### src/design/spp_cfg.svh
// Constant values for the storage and pulse primitives
`ifndef SPP_CFG_SVH
`define SPP_CFG_SVH

// ****************************************
// Widths
// ****************************************
`define SPP_CNT_W      16

// ****************************************
// Default interval lengths in ref_clk cycles
// ****************************************
`define SPP_OS_CYCLES  16'h0008
`define SPP_OSC_HI     16'h0003
`define SPP_OSC_LO     16'h0005

// ****************************************
// Reset and resting values, counter step
// ****************************************
`define SPP_RST_LO     1'b0
`define SPP_RST_HI     1'b1
`define SPP_CNT_STEP   16'h0001
`define SPP_CNT_ZERO   16'h0000

`endif

### src/design/spp_pkg.sv
// Types shared by the storage and pulse primitives
package spp_pkg;

  typedef enum logic {
    SPP_OS_IDLE,
    SPP_OS_PULSE
  } spp_os_state_t;

  typedef logic [1:0] spp_pair_t;

endpackage

### src/design/spp_top.sv
// Storage and pulse primitives: latch, delay flop, gate latches, one-shot, oscillator, edge input, inverter
// How it works
// With enable active, the latch sets on true data and clears on false data.
// With enable active, latch outputs follow every data change each clock.
// With enable inactive, the latch holds its state and ignores data.
// With inverted enable, the latch is transparent while enable is false.
// The delay flop takes its data only at the clock edge.
// The nand latch sets on any low set input, clears on any low clear.
// Surrounding logic keeps all nand latch inputs high when idle.
// The nor latch sets on a high set, clears on a high clear.
// Set and clear together drive both gate latch outputs true.
// After set and clear overlap, the request released last decides the state.
// The one-shot goes active on a trigger and ends after a fixed count.
// The one-shot fires on a rising input, or falling when inverted.
// The oscillator drives two complementary outputs with set phase widths.
// Non-inverted control: runs while true, rests clear while stopped.
// Inverted control: runs while false, rests set while stopped.
// High and low phase lengths are independent.
// The edge input responds only to a level change.
// The inverting buffer drives the complement of its input.
// Interval and phase lengths are parameters in ref_clk cycles.
// Edges are found by comparing a registered previous value to the current one.
`timescale 1ns/100ps
`include "spp_cfg.svh"

module spp_top #(
  parameter int                    CW        = `SPP_CNT_W,
  parameter bit                    LAT_INV   = 1'b0,
  parameter bit                    OS_INV    = 1'b0,
  parameter bit                    CTRL_INV  = 1'b0,
  parameter logic [`SPP_CNT_W-1:0] OS_CYCLES = `SPP_OS_CYCLES,
  parameter logic [`SPP_CNT_W-1:0] OSC_HI    = `SPP_OSC_HI,
  parameter logic [`SPP_CNT_W-1:0] OSC_LO    = `SPP_OSC_LO
) (
  // Clock and reset
  input  wire logic ref_clk,
  input  wire logic nrst,
  // Transparent latch
  input  wire logic lat_en,
  input  wire logic lat_d,
  output logic      lat_q,
  output logic      lat_qn,
  // Delay flop
  input  wire logic dff_d,
  output logic      dff_q,
  // Nand gate latch, active-low inputs
  input  wire logic nand_set_a_n,
  input  wire logic nand_set_b_n,
  input  wire logic nand_clr_a_n,
  input  wire logic nand_clr_b_n,
  output logic      nand_q,
  output logic      nand_qn,
  // Nor gate latch
  input  wire logic nor_set,
  input  wire logic nor_clr,
  output logic      nor_q,
  output logic      nor_qn,
  // One-shot
  input  wire logic os_trig,
  output logic      os_q,
  output logic      os_qn,
  // Gated pulse oscillator
  input  wire logic osc_ctrl,
  output logic      gated_pulse_oscillator_q,
  output logic      gated_pulse_oscillator_qn,
  // Edge-coupled input
  input  wire logic edge_in,
  output logic      edge_pulse,
  // Inverting buffer
  input  wire logic inv_in,
  output logic      inv_out
);

  localparam logic [CW-1:0] OS_LAST = CW'(OS_CYCLES - `SPP_CNT_STEP);
  localparam logic [CW-1:0] HI_LAST = CW'(OSC_HI - `SPP_CNT_STEP);
  localparam logic [CW-1:0] LO_LAST = CW'(OSC_LO - `SPP_CNT_STEP);

  // ****************************************
  // Transparent latch
  // ****************************************
  logic lat_open;

  assign lat_open = lat_en ^ LAT_INV;

  always_ff @(posedge ref_clk or negedge nrst) begin
    if (!nrst) begin
      lat_q  <= `SPP_RST_LO;
      lat_qn <= `SPP_RST_HI;
    end else if (lat_open) begin
      lat_q  <= lat_d;
      lat_qn <= ~lat_d;
    end
  end

  // ****************************************
  // Delay flop
  // ****************************************
  always_ff @(posedge ref_clk or negedge nrst) begin
    if (!nrst) begin
      dff_q <= `SPP_RST_LO;
    end else begin
      dff_q <= dff_d;
    end
  end

  // ****************************************
  // Gate latches: index 0 nand, index 1 nor
  // ****************************************
  spp_pkg::spp_pair_t gl_set;
  spp_pkg::spp_pair_t gl_clr;
  spp_pkg::spp_pair_t gl_state;
  spp_pkg::spp_pair_t gl_q;
  spp_pkg::spp_pair_t gl_qn;

  // Idle nand inputs are high, so only a low input acts
  assign gl_set[0] = ~(nand_set_a_n & nand_set_b_n);
  assign gl_clr[0] = ~(nand_clr_a_n & nand_clr_b_n);
  assign gl_set[1] = nor_set;
  assign gl_clr[1] = nor_clr;

  for (genvar g = 0; g < 2; g++) begin : g_gate
    // State moves only on a lone request, so the one released last wins
    always_ff @(posedge ref_clk or negedge nrst) begin
      if (!nrst) begin
        gl_state[g] <= `SPP_RST_LO;
      end else if (gl_set[g] && !gl_clr[g]) begin
        gl_state[g] <= `SPP_RST_HI;
      end else if (gl_clr[g] && !gl_set[g]) begin
        gl_state[g] <= `SPP_RST_LO;
      end
    end

    always_ff @(posedge ref_clk or negedge nrst) begin
      if (!nrst) begin
        gl_q[g]  <= `SPP_RST_LO;
        gl_qn[g] <= `SPP_RST_HI;
      end else if (gl_set[g] && gl_clr[g]) begin
        gl_q[g]  <= `SPP_RST_HI;
        gl_qn[g] <= `SPP_RST_HI;
      end else if (gl_set[g]) begin
        gl_q[g]  <= `SPP_RST_HI;
        gl_qn[g] <= `SPP_RST_LO;
      end else if (gl_clr[g]) begin
        gl_q[g]  <= `SPP_RST_LO;
        gl_qn[g] <= `SPP_RST_HI;
      end else begin
        gl_q[g]  <= gl_state[g];
        gl_qn[g] <= ~gl_state[g];
      end
    end
  end

  assign nand_q  = gl_q[0];
  assign nand_qn = gl_qn[0];
  assign nor_q   = gl_q[1];
  assign nor_qn  = gl_qn[1];

  // ****************************************
  // One-shot
  // ****************************************
  spp_pkg::spp_os_state_t os_state;
  logic                   os_prev;
  logic                   os_fire;
  logic [CW-1:0]          os_cnt;

  always_ff @(posedge ref_clk or negedge nrst) begin
    if (!nrst) begin
      os_prev <= `SPP_RST_LO;
    end else begin
      os_prev <= os_trig;
    end
  end

  // Rising edge by default, falling when inverted
  assign os_fire = OS_INV ? (os_prev && !os_trig) : (!os_prev && os_trig);

  always_ff @(posedge ref_clk or negedge nrst) begin
    if (!nrst) begin
      os_state <= spp_pkg::SPP_OS_IDLE;
      os_cnt   <= `SPP_CNT_ZERO;
      os_q     <= `SPP_RST_LO;
      os_qn    <= `SPP_RST_HI;
    end else begin
      case (os_state)
        spp_pkg::SPP_OS_IDLE: begin
          os_cnt <= `SPP_CNT_ZERO;
          if (os_fire) begin
            os_state <= spp_pkg::SPP_OS_PULSE;
            os_q     <= `SPP_RST_HI;
            os_qn    <= `SPP_RST_LO;
          end
        end
        spp_pkg::SPP_OS_PULSE: begin
          // Triggers during the pulse are ignored
          if (os_cnt == OS_LAST) begin
            os_state <= spp_pkg::SPP_OS_IDLE;
            os_cnt   <= `SPP_CNT_ZERO;
            os_q     <= `SPP_RST_LO;
            os_qn    <= `SPP_RST_HI;
          end else begin
            os_cnt <= os_cnt + `SPP_CNT_STEP;
          end
        end
        default: begin
          os_state <= spp_pkg::SPP_OS_IDLE;
          os_q     <= `SPP_RST_LO;
          os_qn    <= `SPP_RST_HI;
        end
      endcase
    end
  end

  // ****************************************
  // Gated pulse oscillator
  // ****************************************
  logic          osc_run;
  logic          osc_q;
  logic          osc_qn;
  logic [CW-1:0] osc_cnt;

  assign osc_run = osc_ctrl ^ CTRL_INV;

  always_ff @(posedge ref_clk or negedge nrst) begin
    if (!nrst) begin
      osc_q   <= CTRL_INV;
      osc_qn  <= ~CTRL_INV;
      osc_cnt <= `SPP_CNT_ZERO;
    end else if (!osc_run) begin
      osc_q   <= CTRL_INV;
      osc_qn  <= ~CTRL_INV;
      osc_cnt <= `SPP_CNT_ZERO;
    end else if (osc_cnt == (osc_q ? HI_LAST : LO_LAST)) begin
      osc_q   <= ~osc_q;
      osc_qn  <= osc_q;
      osc_cnt <= `SPP_CNT_ZERO;
    end else begin
      osc_cnt <= osc_cnt + `SPP_CNT_STEP;
    end
  end

  assign gated_pulse_oscillator_q  = osc_q;
  assign gated_pulse_oscillator_qn = osc_qn;

  // ****************************************
  // Edge-coupled input and inverting buffer
  // ****************************************
  logic edge_prev;

  always_ff @(posedge ref_clk or negedge nrst) begin
    if (!nrst) begin
      edge_prev  <= `SPP_RST_LO;
      edge_pulse <= `SPP_RST_LO;
    end else begin
      edge_prev  <= edge_in;
      edge_pulse <= edge_in ^ edge_prev;
    end
  end

  always_ff @(posedge ref_clk or negedge nrst) begin
    if (!nrst) begin
      inv_out <= `SPP_RST_HI;
    end else begin
      inv_out <= ~inv_in;
    end
  end
endmodule

### config.mk
export PLATFORM = sky130hd
export DESIGN_NAME = spp_top
export DESIGN_NICKNAME = d
export VERILOG_FILES = /design/src/design/spp_pkg.sv /design/src/design/spp_top.sv
export VERILOG_INCLUDE_DIRS = /design/src /design/src/design
export SDC_FILE = /design/constraint.sdc
export NUM_CORES = 1
export LEC_CHECK = 0
export BUFFER_PORTS_ARGS = -buffer_cell sky130_fd_sc_hd__buf_2
export CAP_MARGIN = 30
export CORE_MARGIN = 1
export CORE_UTILIZATION = 55
export CTS_CLUSTER_DIAMETER = 120
export DETAILED_ROUTE_END_ITERATION = 10
export GPL_ROUTABILITY_DRIVEN = 0
export GPL_TIMING_DRIVEN = 0
export PLACE_DENSITY = 0.74
export SYNTH_ARGS = -nofsm -noshare
export SYNTH_HDL_FRONTEND = slang
export SYNTH_SLANG_ARGS = --single-unit
### constraint.sdc
create_clock -name ref_clk -period 1.9 [get_ports ref_clk]
set_clock_uncertainty 0.2 [all_clocks]
set_input_delay 0 -clock ref_clk [delete_from_list [all_inputs] [get_ports ref_clk]]
set_output_delay 0 -clock ref_clk [all_outputs]
set_load 0.005 [all_outputs]
# == Yosys cells after proc, flatten, opt, wreduce, memory -nomap -nowiden ==
# Index checks and enable logic that the tools add are counted.
# word_totals
wordCells,85
input_bits,15
out_inout_bits,13
ff_bits,50
# op_classes
n_addsub,2
bitwise_logic,11
n_mux,34
reduce_logical,13
eq_ne,5
# ops
operator,count
two-way mux 16 bit,3
"adder 16 x 1 -> 16 bit, second input constant",2
one-hot mux 16 bit (2 select lines),1
two-way mux 1 bit,26
equality test 16 x 3 -> 1 bit,1
"equality test 16 x 3 -> 1 bit, second input constant",1
NOT 1 bit,8
logical AND 1 bit,7
one-hot mux 1 bit (2 select lines),3
"inequality test 2 x 1 -> 1 bit, second input constant",2
nonzero test 2 bit,2
zero test 1 bit,3
two-way mux 3 bit,1
AND 1 bit,2
"inequality test 2 bit, second input constant",1
AND reduction 2 bit,1
XOR 1 bit,1

# == Longest topological paths before layout ==
# Gate-level depths: netlist of the first run.
# depth
word_depth,5
ltp_mapped,6
ltp_nobuf,5

# == Worst setup path before layout of the first run ==
# Ideal clock, no wire load.
# synth_path
kind,reg-to-reg
start,reg osc_cnt[6]
end,reg osc_cnt[7]
required_ns,1.582
synth_period_minus_slack_ns,1.705
arrival_time_ns,1.387
stages_incl_launch_ff,6
setup_time_ns,0.118
path_buffers,1
path_slack_ns,0.195
path_cell_list,dfrtp_1 -> nor4_1 -> nand4_1 -> o21ai_2 -> buf_4 -> nor2_1
# synth_between
elab_chain_len,3
word_cells_on_any_way,4
classes_between,add/sub: 1; eq/ne: 1; mux: 2
# synth_lines
element,line,rtl
from (decl),spp_top.sv:219,logic [CW-1:0] osc_cnt;
from (signal assigned),spp_top.sv:227,osc_cnt <= `SPP_CNT_ZERO;
from (signal assigned),spp_top.sv:231,osc_cnt <= `SPP_CNT_ZERO;
from (signal assigned),spp_top.sv:235,osc_cnt <= `SPP_CNT_ZERO;
adder 16 x 1 -> 16 bit (no line) or equality test 16 x 3 -> 1 bit (tied branches),-,
two-way mux 16 bit (*),spp_top.sv:232,end else if (osc_cnt == (osc_q ? HI_LAST : LO_LAST)) begin
two-way mux 16 bit (*),spp_top.sv:228,end else if (!osc_run) begin
# Mark *: on every way between the ends. The rest lies on a longest branch, timed or not.
# A chain may end at the register's enable or synchronous reset.

# == Final worst setup path of the first run ==
# layout_path
start,in nand_clr_b_n
end,reg gl_state[0]
# layout_between
elab_chain_len,4
word_cells_on_any_way,6
classes_between,mux: 1; bitwise: 2; reduce/logical: 3
# layout_lines
element,line,rtl
from (decl),spp_top.sv:50,"input wire logic nand_clr_b_n,"
AND 1 bit (*),spp_top.sv:117,assign gl_clr[0] = ~(nand_clr_a_n & nand_clr_b_n);
NOT 1 bit,spp_top.sv:117,
logical AND 1 bit,spp_top.sv:128,end else if (gl_clr[g] && !gl_set[g]) begin
nonzero test 2 bit (no line),-,
"to (signal, indexed assignment)",spp_top.sv:125,gl_state[g] <= `SPP_RST_LO;
"to (signal, indexed assignment)",spp_top.sv:127,gl_state[g] <= `SPP_RST_HI;
"to (signal, indexed assignment)",spp_top.sv:129,gl_state[g] <= `SPP_RST_LO;
to (decl),spp_top.sv:111,spp_pkg::spp_pair_t gl_state;
# Marked as above.

==> results.ini, run 1 <==
[die]
design.die.area_mm2=0.00450
fp-row-count=23
die_h_um=67.1
io_pins=28
fp.coreArea_mm2=0.00403
start_util=0.579
die_w_um=67.1

[cells_and_area]
area_growth_pct=24.4
fill_cells=301
drive_above_1_share=0.237
diodes=0
final_area_mm2=0.00290
multiInputGateArea_mm2=0.00103
fin_cells=328
nNetsFinal=298
seqCellArea_mm2=0.00126

[worst_setup_path]
ff2ff_path_depth=6
criticalPathCategory=input pin to flip-flop
arrival_ns=1.81
endpoint_kind=flip-flop
worstPathCellList=dlygate4sd3_1 -> buf_2 -> nand2_1 -> dlygate4sd3_1 -> ha_1 -> mux2_2
start_kind=input pin
max_stage_delay_ns=0.57
slowest_stage=dlygate4sd3_1
path_common_cell=dlygate4sd3_1
crit_required_ns=1.89
path_max_fanout=2

[synthesis]
syn_area_per_cell_um2=10.5
synth.top_cell.area_share=0.472
yosysTopAreaCell=dfrtp_1
seq_area_frac_synth=0.540
synth_edf_count=0
async_flop_share=1.00
synthesis.nets=242
synth_area_leaders=dfrtp_1, dfstp_2, xor2_1
synth_cell_types=39
syn_area_mm2=0.00233
synth_warnings=0
synthFlopType=dfrtp_1
yosys_register_bits=50
synthCells=221
synth.most_common_cell=dfrtp_1
synth_common_cells=dfrtp_1, nor2_1, xor2_1, nand2_1

[power_and_ir_drop]
p_per_area_mw_per_mm2=845
power_mw=2.45
p_leak_nw=1.31
peakVddDrop_mv=0.570

[timing]
min_period_ns=1.82
finalSetupViolCount=0
timing.hold.ws_ns=0.0756
max_freq_ghz=0.549
slew_violations=0
rsz0062_at_grt=no
tightest_slew_ns=0.704
hold_violations=0
slew_headroom=0.529
fin_setup_tns_ns=0
fin_crit_sh=0.958

[global_route]
track_usage=0.227
grt_pass1_wl_mm=7.46
grtUsageMet2=0.364
met3_usage=0.0565
grt_start_max_net_pins=33
grt_remaining_overflow=0
busiest_layer=met2
grtUsageMet1=0.303
first_global_vias=1647
antenna_found_initial=0

[detailed_routing]
vias=1727
ant_nets=0
avgRoutedWirePerCell_um=13.2
routed_via_density=5.27
drc=0
wl_mm=4.34
firstDrtPassIters=4
drtIter0Drc=95

[cts]
clk_pin_slew_worst_paths_ns=0.09
cts_made_buffers=5
cts_tree=built
cts_max_path_buffers=2
cts_root_buffer=clkbuf_8
cts_sinks=50
clk_latency_ns=0.30
htreeDepth=2

[placed_design]
dp_hpwl_mm=2.78
place.port_buffers=27
placed_area_mm2=0.00255
placed_cells=299

[status]
outcome=finished, final reports clean

[job]
drv_cap=0

[min_path]
hold_class=input pin to asynchronous set/reset pin

-- per-layer routing --
metal	up-vias	routed length (um)
li1	873	-
met4	0	60
met1	812	2070
met2	37	2030
met5	-	0
met3	5	175
-- path summary, 6_finish.rpt --
kind                              start          end  slack, ns
max                        nand_clr_b_n  gl_state[0]       0.08
min in group ref_clk             inv_in      inv_out       0.14
min reg2reg                   edge_prev   edge_pulse       0.24
min                                nrst        os_qn       0.08
max reg2reg                  osc_cnt[2]  osc_cnt[15]       0.09
max in group asynchronous          nrst   osc_cnt[7]       0.28
-- worst max-delay path: cells and delay by family --
family	cells	cell delay, ns
buffers and inverters	3	1.18
multiplexers	1	0.32
adder cells (fa/ha/maj)	1	0.28
AND/OR/NAND/NOR	1	0.04
-- kinds of logic after synthesis --
group,Yosys count,share of synthesized area
adders and majority gates,6,0.0322
xor gates and xnor gates,26,0.0977
and+or+nand+nor,99,0.223
buffers and inverters,16,0.0333
DFF,50,0.540
muxes,6,0.0274
AOI/OAI and AO/OA,18,0.0462
-- repair_timing --
| item | in CTS | in global routing |
|---|---|---|
| cloned | 0 | 0 |
| setup endpoints to repair | 20 | 23 |
| gates resized for setup | 3 | 6 |
| hold buffers | 18 | 0 |
| setup buffers | 1 | 3 |
| endpoints found under the hold margin | 73 | 0 |
| pin swaps | 2 | 5 |
-- placed cells by master, fill, tap and decap left out, drive strengths merged, types with 2 or more instances in the layout --
master / netlist / final
or3: 2 / 2
ha: 6 / 6
xnor2: 11 / 11
o21ai: 6 / 6
dlygate4sd3: 0 / 17
inv: 10 / 10
or2: 3 / 3
and4: 2 / 2
dfstp: 6 / 6
clkbuf: 2 / 9
mux2: 3 / 3
and2: 3 / 3
nand3: 7 / 7
nand4: 12 / 12
dfrtp: 44 / 44
buf: 4 / 36
nand2b: 3 / 3
nor4: 8 / 8
mux2i: 3 / 3
nor2: 33 / 33
a21oi: 8 / 8
xor2: 15 / 15
nor3: 5 / 5
and3: 3 / 3
nand2: 15 / 15
-- power breakdown --
group | switching [mW] | internal, mW | leakage, nW
clock network | 0.345 | 0.334 | 0.0544
logic | 0.255 | 0.243 | 0.613
registers | 0.0926 | 1.18 | 0.641
total | 0.693 | 1.76 | 1.31
-- flip-flops by register name, summed over array words and instances, names as in the netlist --
name                       flops
os_state                       1
nor_q                          1
nor_qn                         1
gl_state                       2
lat_q                          1
nand_qn                        1
lat_qn                         1
gated_pulse_oscillator_q       1
inv_out                        1
os_qn                          1
os_cnt                        16
gated_pulse_oscillator_qn      1
nand_q                         1
edge_prev                      1
edge_pulse                     1
os_q                           1
osc_cnt                       16
dff_q                          1
os_prev                        1
-- metrics by stage --
step	setup slack, ns	util
after floorplan	0.195	-
after global placement	-0.0912	0.628
after detailed placement	-0.0789	0.633
after CTS	0.00228	0.708
after global routing	0.0213	0.720
final	0.0790	0.720
-- layout make-up --
| type | instances | area share |
|---|---|---|
| flip-flops and latches | 50 | 0.434 |
| clock buffers | 7 | 0.0332 |
| multi-input cells | 155 | 0.355 |
| clock inverters | 1 | 0.00302 |
| well taps | 50 | 0.0216 |
| plain buffers | 6 | 0.0173 |
| repair buffers | 49 | 0.123 |
| inverters | 10 | 0.0129 |
(Power assumes the default switching activity.)
==> run 2, diff against run 1 <==
--- a/config.mk
+++ b/config.mk
@@ -13,2 +13,3 @@
 export CTS_CLUSTER_DIAMETER = 120
+export CTS_CLUSTER_SIZE = 14
 export DETAILED_ROUTE_END_ITERATION = 10
@@ -17,2 +18,3 @@
 export PLACE_DENSITY = 0.74
+export SETUP_SLACK_MARGIN = 0.05
 export SYNTH_ARGS = -nofsm -noshare
--- a/constraint.sdc
+++ b/constraint.sdc
@@ -4,2 +4,2 @@
 set_output_delay 0 -clock ref_clk [all_outputs]
-set_load 0.005 [all_outputs]
+set_load 0.01 [all_outputs]
==> run 2 against run 1 <==
Compared with the run above: sequential share of layout area decreased by 0.99 points; fmax is 2.6% higher; routed wire length grew 4.9%; utilization increased by 1.9 points; via count grew 2.1%; setup slack better by 0.045 ns; die area did not move; cell area up 2.6%; sequential power about the same; critical path depth did not move.
==> results.ini, run 2 (synthesis gave the netlist of run 1 again) <==
[status]
outcome=finished, final reports clean

[die]
die_h_um=67.1  ; unchanged
start_util=0.579  ; unchanged
io_pins=28  ; unchanged
fp.coreArea_mm2=0.00403  ; unchanged
fp-row-count=23  ; unchanged
die_w_um=67.1  ; unchanged
design.die.area_mm2=0.00450  ; unchanged

[cts]
htreeDepth=2  ; unchanged
cts_sinks=50  ; unchanged
cts_root_buffer=clkbuf_8
cts_tree=built
clk_latency_ns=0.30  ; about the same
cts_max_path_buffers=2  ; unchanged
clk_pin_slew_worst_paths_ns=0.09  ; about the same
cts_made_buffers=5  ; unchanged

[detailed_routing]
drtIter0Drc=101  ; +6.3%
wl_mm=4.55  ; +4.9%
avgRoutedWirePerCell_um=13.5  ; +2.4%
drc=0  ; unchanged
routed_via_density=5.25  ; -0.29%
vias=1764  ; +2.1%
firstDrtPassIters=4  ; unchanged
ant_nets=0  ; unchanged

[cells_and_area]
most-common-layout-cells=dfrtp_1, nor2_1, buf_2
layout_commonest_cell=dfrtp_1
drive_above_1_share=0.269  ; +0.0318
fill_cells=291  ; -3.3%
area_growth_pct=27.6
diodes=0  ; unchanged
finish.utilization=0.739  ; +0.0189
top_regs=os_cnt (16), osc_cnt (16), gl_state (2)
nNetsFinal=306  ; +2.7%

[global_route]
grt_remaining_overflow=0  ; unchanged
grt_pass1_wl_mm=7.53  ; +0.93%
grt_start_max_net_pins=33  ; unchanged
grtUsageMet2=0.365  ; +0.00125
track_usage=0.230  ; +0.00219
grtUsageMet1=0.307  ; +0.00445
met3_usage=0.0582  ; +0.00171
first_global_vias=1657  ; +0.61%
busiest_layer=met2
antenna_found_initial=0  ; unchanged

[worst_setup_path]
path_max_fanout=9  ; +7
path_common_cell=buf_6
slowest_stage=or4_4
arrival_ns=1.81  ; about the same
start_kind=flip-flop
max_stage_delay_ns=0.48  ; -0.09 ns
criticalPathCategory=flip-flop to flip-flop
crit_family=simple AND/OR/NAND/NOR gates
worstPathCellList=buf_6 -> and4_1 -> buf_6 -> nand2_2 -> or4_4 -> a21oi_2
path_buf_inv=2  ; -1
crit_required_ns=1.93  ; +0.04 ns
endpoint_kind=flip-flop

[timing]
rsz0062_at_grt=yes
slew_violations=0  ; unchanged
timing.hold.ws_ns=0.0783  ; +0.00267 ns
tightest_slew_ns=0.717  ; +0.0132 ns
worst_slack_ns=0.124  ; +0.0453 ns
fin_crit_sh=0.935  ; -0.0239
finalSetupViolCount=0  ; unchanged
slew_headroom=0.520  ; -0.00885
max_freq_ghz=0.563  ; +2.6%
min_period_ns=1.78  ; -0.0453 ns
hold_violations=0  ; unchanged

[placed_design]
dp_hpwl_mm=2.78  ; unchanged
preCtsSetupSlack_ns=-0.0789  ; unchanged
place.port_buffers=27  ; unchanged

[power_and_ir_drop]
peakVddDrop_mv=0.580  ; +1.7%
p_leak_nw=1.34  ; +2.6%
p_per_area_mw_per_mm2=825  ; -2.4%

[min_path]
hold_class=input pin to asynchronous set/reset pin

[job]
drv_cap=0  ; unchanged

## run 2: cell type report
cell class	count	area, um2	share of cell area
Buffer	6	50.0	0.0168
Sequential cell	50	1260	0.424
Clock buffer	7	96.3	0.0324
Timing Repair Buffer	57	420	0.141
Clock inverter	1	8.76	0.00294
Tap cell	50	62.6	0.0210
Multi-Input combinational cell	155	1040	0.349
Inverter	10	37.5	0.0126
## run 2: what timing repair did
action,CTS,global route
hold buffers,19,0
endpoints found under the setup margin,20,23
hold endpoints to repair,73,0
resized for setup,3,12
gates cloned,0,0
buffers inserted,2,8
pin swaps,3,4
## run 2: metal layers
| layer | wire, um | up-vias |
|---|---|---|
| met2 | 2100 | 49 |
| met1 | 2160 | 825 |
| met4 | 74 | 0 |
| met3 | 212 | 7 |
| li1 | - | 883 |
| met5 | 0 | - |
## run 2: final timing paths
kind                             from  slack (ns)     endpoint  cells past startpoint
max                        osc_cnt[2]        0.12  osc_cnt[15]                      6
min                              nrst        0.08        os_qn                      2
max reg2reg                osc_cnt[2]        0.12  osc_cnt[15]                      6
min reg2reg                 edge_prev        0.24   edge_pulse                      1
max in group asynchronous        nrst        0.27  osc_cnt[13]                      3
min in group ref_clk           inv_in        0.14      inv_out                      3
## run 2: where the power goes
| part | switching, mW | internal, mW | leakage [nW] | total, mW |
|---|---|---|---|---|
| logic | 0.270 | 0.233 | 0.653 | 0.503 |
| clock network | 0.345 | 0.334 | 0.0544 | 0.679 |
| registers | 0.0922 | 1.18 | 0.636 | 1.27 |
| total | 0.708 | 1.75 | 1.34 | 2.45 |
## run 2: metrics by stage
step | TNS [ns] | power, mW | area, um2 | cells
after floorplan | 0 | 1.55 | 2330 | 221
after global placement | -1.43 | 1.69 | 2530 | 298
after detailed placement | -1.15 | 1.71 | 2550 | 299
after CTS | 0 | 2.45 | 2870 | 328
after global routing | 0 | 2.60 | 2980 | 336
final | 0 | 2.45 | 2980 | 336
==> run 3, diff against run 2 <==
Clock period 1.9 ns to 1.8 ns, I/O delays scaled along.
==> run 3 against run 2 <==
Compared with the run above: the flow now finishes with violations (negative hold slack); fmax rose by 0.20%; cell area rose by 3.8%; sequential cell count stayed put; routed wire length up 7.4%; setup slack worse by 0.096 ns; sequential share of layout area down 1.6 points; critical endpoint unchanged; highest routed layer unchanged.
==> results.ini, run 3 (synthesis gave the netlist of run 1 again) <==
[cts]
clk_latency_ns=0.31  ; about the same
cts_tree=built
cts_made_buffers=5  ; unchanged
cts_sinks=50  ; unchanged
htreeDepth=2  ; unchanged
cts_root_buffer=clkbuf_8
cts_max_path_buffers=2  ; unchanged
clk_pin_slew_worst_paths_ns=0.10  ; about the same

[power_and_ir_drop]
p_leak_nw=1.43  ; +6.3%
switching_power_uw=786  ; +11%
peakVddDrop_mv=0.652  ; +12%
combPwrFrac=0.241  ; +0.036
pwr-share-clk=0.268  ; -0.009
p_per_area_mw_per_mm2=878  ; +6.4%
internal_power_mw=1.92  ; +10%
netSwitchingFraction=0.290  ; +0.00187
power_mw=2.71  ; +10%
pwr-share-seq=0.491  ; -0.027

[worst_setup_path]
crit_path_end=osc_cnt[15]
start_kind=flip-flop
crit_required_ns=1.84  ; -0.09 ns
timing.critical_path.from=osc_cnt[4]
criticalPathCategory=flip-flop to flip-flop
path_max_fanout=5  ; -4
reg2reg_slack_ns=0.03  ; -0.10 ns
ff2ff_path_depth=5  ; -1
endpoint_kind=flip-flop
arrival_ns=1.81  ; about the same
rr_startpoint=osc_cnt[4]
r2r-end=osc_cnt[15]

[global_route]
grt_start_max_net_pins=33  ; unchanged
track_usage=0.242  ; +0.0124
grt_remaining_overflow=0  ; unchanged
grt_pass1_wl_mm=7.91  ; +5.1%
antenna_found_initial=0  ; unchanged
first_global_vias=1741  ; +5.1%

[job]
drv_cap=0  ; unchanged

[timing]
timing.hold.ws_ns=-0.0385  ; -0.117 ns
worst_slack_ns=0.0279  ; -0.0964 ns
hold_violations=15  ; +15
rsz0062_at_grt=yes
finalSetupViolCount=0  ; unchanged
fin_crit_sh=0.984  ; +0.0499
slew_headroom=0.689  ; +0.169
max_freq_ghz=0.564  ; +0.20%
min_period_ns=1.77  ; -0.00361 ns
tightest_slew_ns=0.462  ; -0.255 ns
slew_violations=0  ; unchanged

[detailed_routing]
drc=0  ; unchanged
avgRoutedWirePerCell_um=14.0  ; +3.7%
wl_mm=4.89  ; +7.4%
ant_nets=0  ; unchanged
vias=1873  ; +6.2%
drtIter0Drc=121  ; +20%
routed_via_density=5.38  ; +2.5%
firstDrtPassIters=4  ; unchanged

[die]
die_w_um=67.1  ; unchanged
io_pins=28  ; unchanged
start_util=0.579  ; unchanged
fp.coreArea_mm2=0.00403  ; unchanged
fp-row-count=23  ; unchanged
die_h_um=67.1  ; unchanged
design.die.area_mm2=0.00450  ; unchanged

[cells_and_area]
area_growth_pct=32.5
layout_commonest_cell=dfrtp_1
final_area_mm2=0.00309  ; +3.8%
finish.utilization=0.766  ; +0.0280
top_regs=os_cnt (16), osc_cnt (16), gl_state (2)
most-common-layout-cells=dfrtp_1, nor2_1, buf_2
drive_above_1_share=0.319  ; +0.0496
diodes=0  ; unchanged
nNetsFinal=318  ; +3.9%

[placed_design]
preCtsSetupSlack_ns=-0.179  ; -0.100 ns
dp_hpwl_mm=2.78  ; unchanged
place.port_buffers=27  ; unchanged
placed_area_mm2=0.00255  ; unchanged

[status]
outcome=finished, violations left
violations=negative hold slack

[min_path]
hold_class=input pin to asynchronous set/reset pin

run 3: final cells by class:
| type | count | area (um2) |
|---|---|---|
| sequential | 50 | 1260 |
| multi-input combinational | 155 | 1050 |
| fill | 268 | 941 |
| timing repair buffer | 70 | 515 |
| clock buffer | 7 | 96.3 |
| tap | 50 | 62.6 |
| buffer | 5 | 52.6 |
| inverter | 10 | 37.5 |
| clock inverter | 1 | 8.76 |
run 3: worst min path at each step:
stage / start / end / slack (ns) / cells past startpoint
final: nrst / os_q / -0.04 / 2
after global routing: nrst / os_prev / 0.06 / 2
after CTS: nrst / os_qn / 0.09 / 2
after detailed placement: nrst / osc_cnt[7] / -0.23 / 1
after global placement: dff_d / dff_q / -0.09 / 1
after floorplan: nrst / dff_q / -0.50 / 0
run 3: power by group through the flow:
stage	registers [mW]	logic (mW)	clock network, mW
after detailed placement	1.35	0.450	0
after global routing	1.35	0.722	0.789
after global placement	1.35	0.433	0
after floorplan	1.36	0.276	0
final	1.33	0.652	0.726
after CTS	1.33	0.563	0.743
run 3: stage by stage:
step,cells,TNS [ns]
2_1_floorplan,221,0
3_3_place_gp,298,-3.43
3_5_place_dp,299,-3.15
4_1_cts,336,0
5_1_grt,348,-0.0195
6_report,348,0
run 3: critical path, stage by stage (launching register included):
cell	delay, ns
dfrtp_1	0.44
and4_1	0.25
buf_6	0.14
nand2_4	0.05
or4_4	0.48
a21oi_2	0.15
run 3: repair_timing:
action | 4_1_cts | 5_1_grt
pin swaps | 5 | 7
hold buffers | 19 | 0
setup buffers | 11 | 13
gates resized for setup | 6 | 17
hold endpoints to repair | 81 | 0
endpoints found under the setup margin | 28 | 46
run 3: per-layer routing:
metal	up-vias	global-route usage	share of wire	wire length, um
li1	909	-	-	-
met1	914	0.327	0.47	2280
met2	45	0.379	0.48	2330
met3	5	0.0582	0.044	217
met4	0	0.0851	0.012	59
met5	-	0	0	0
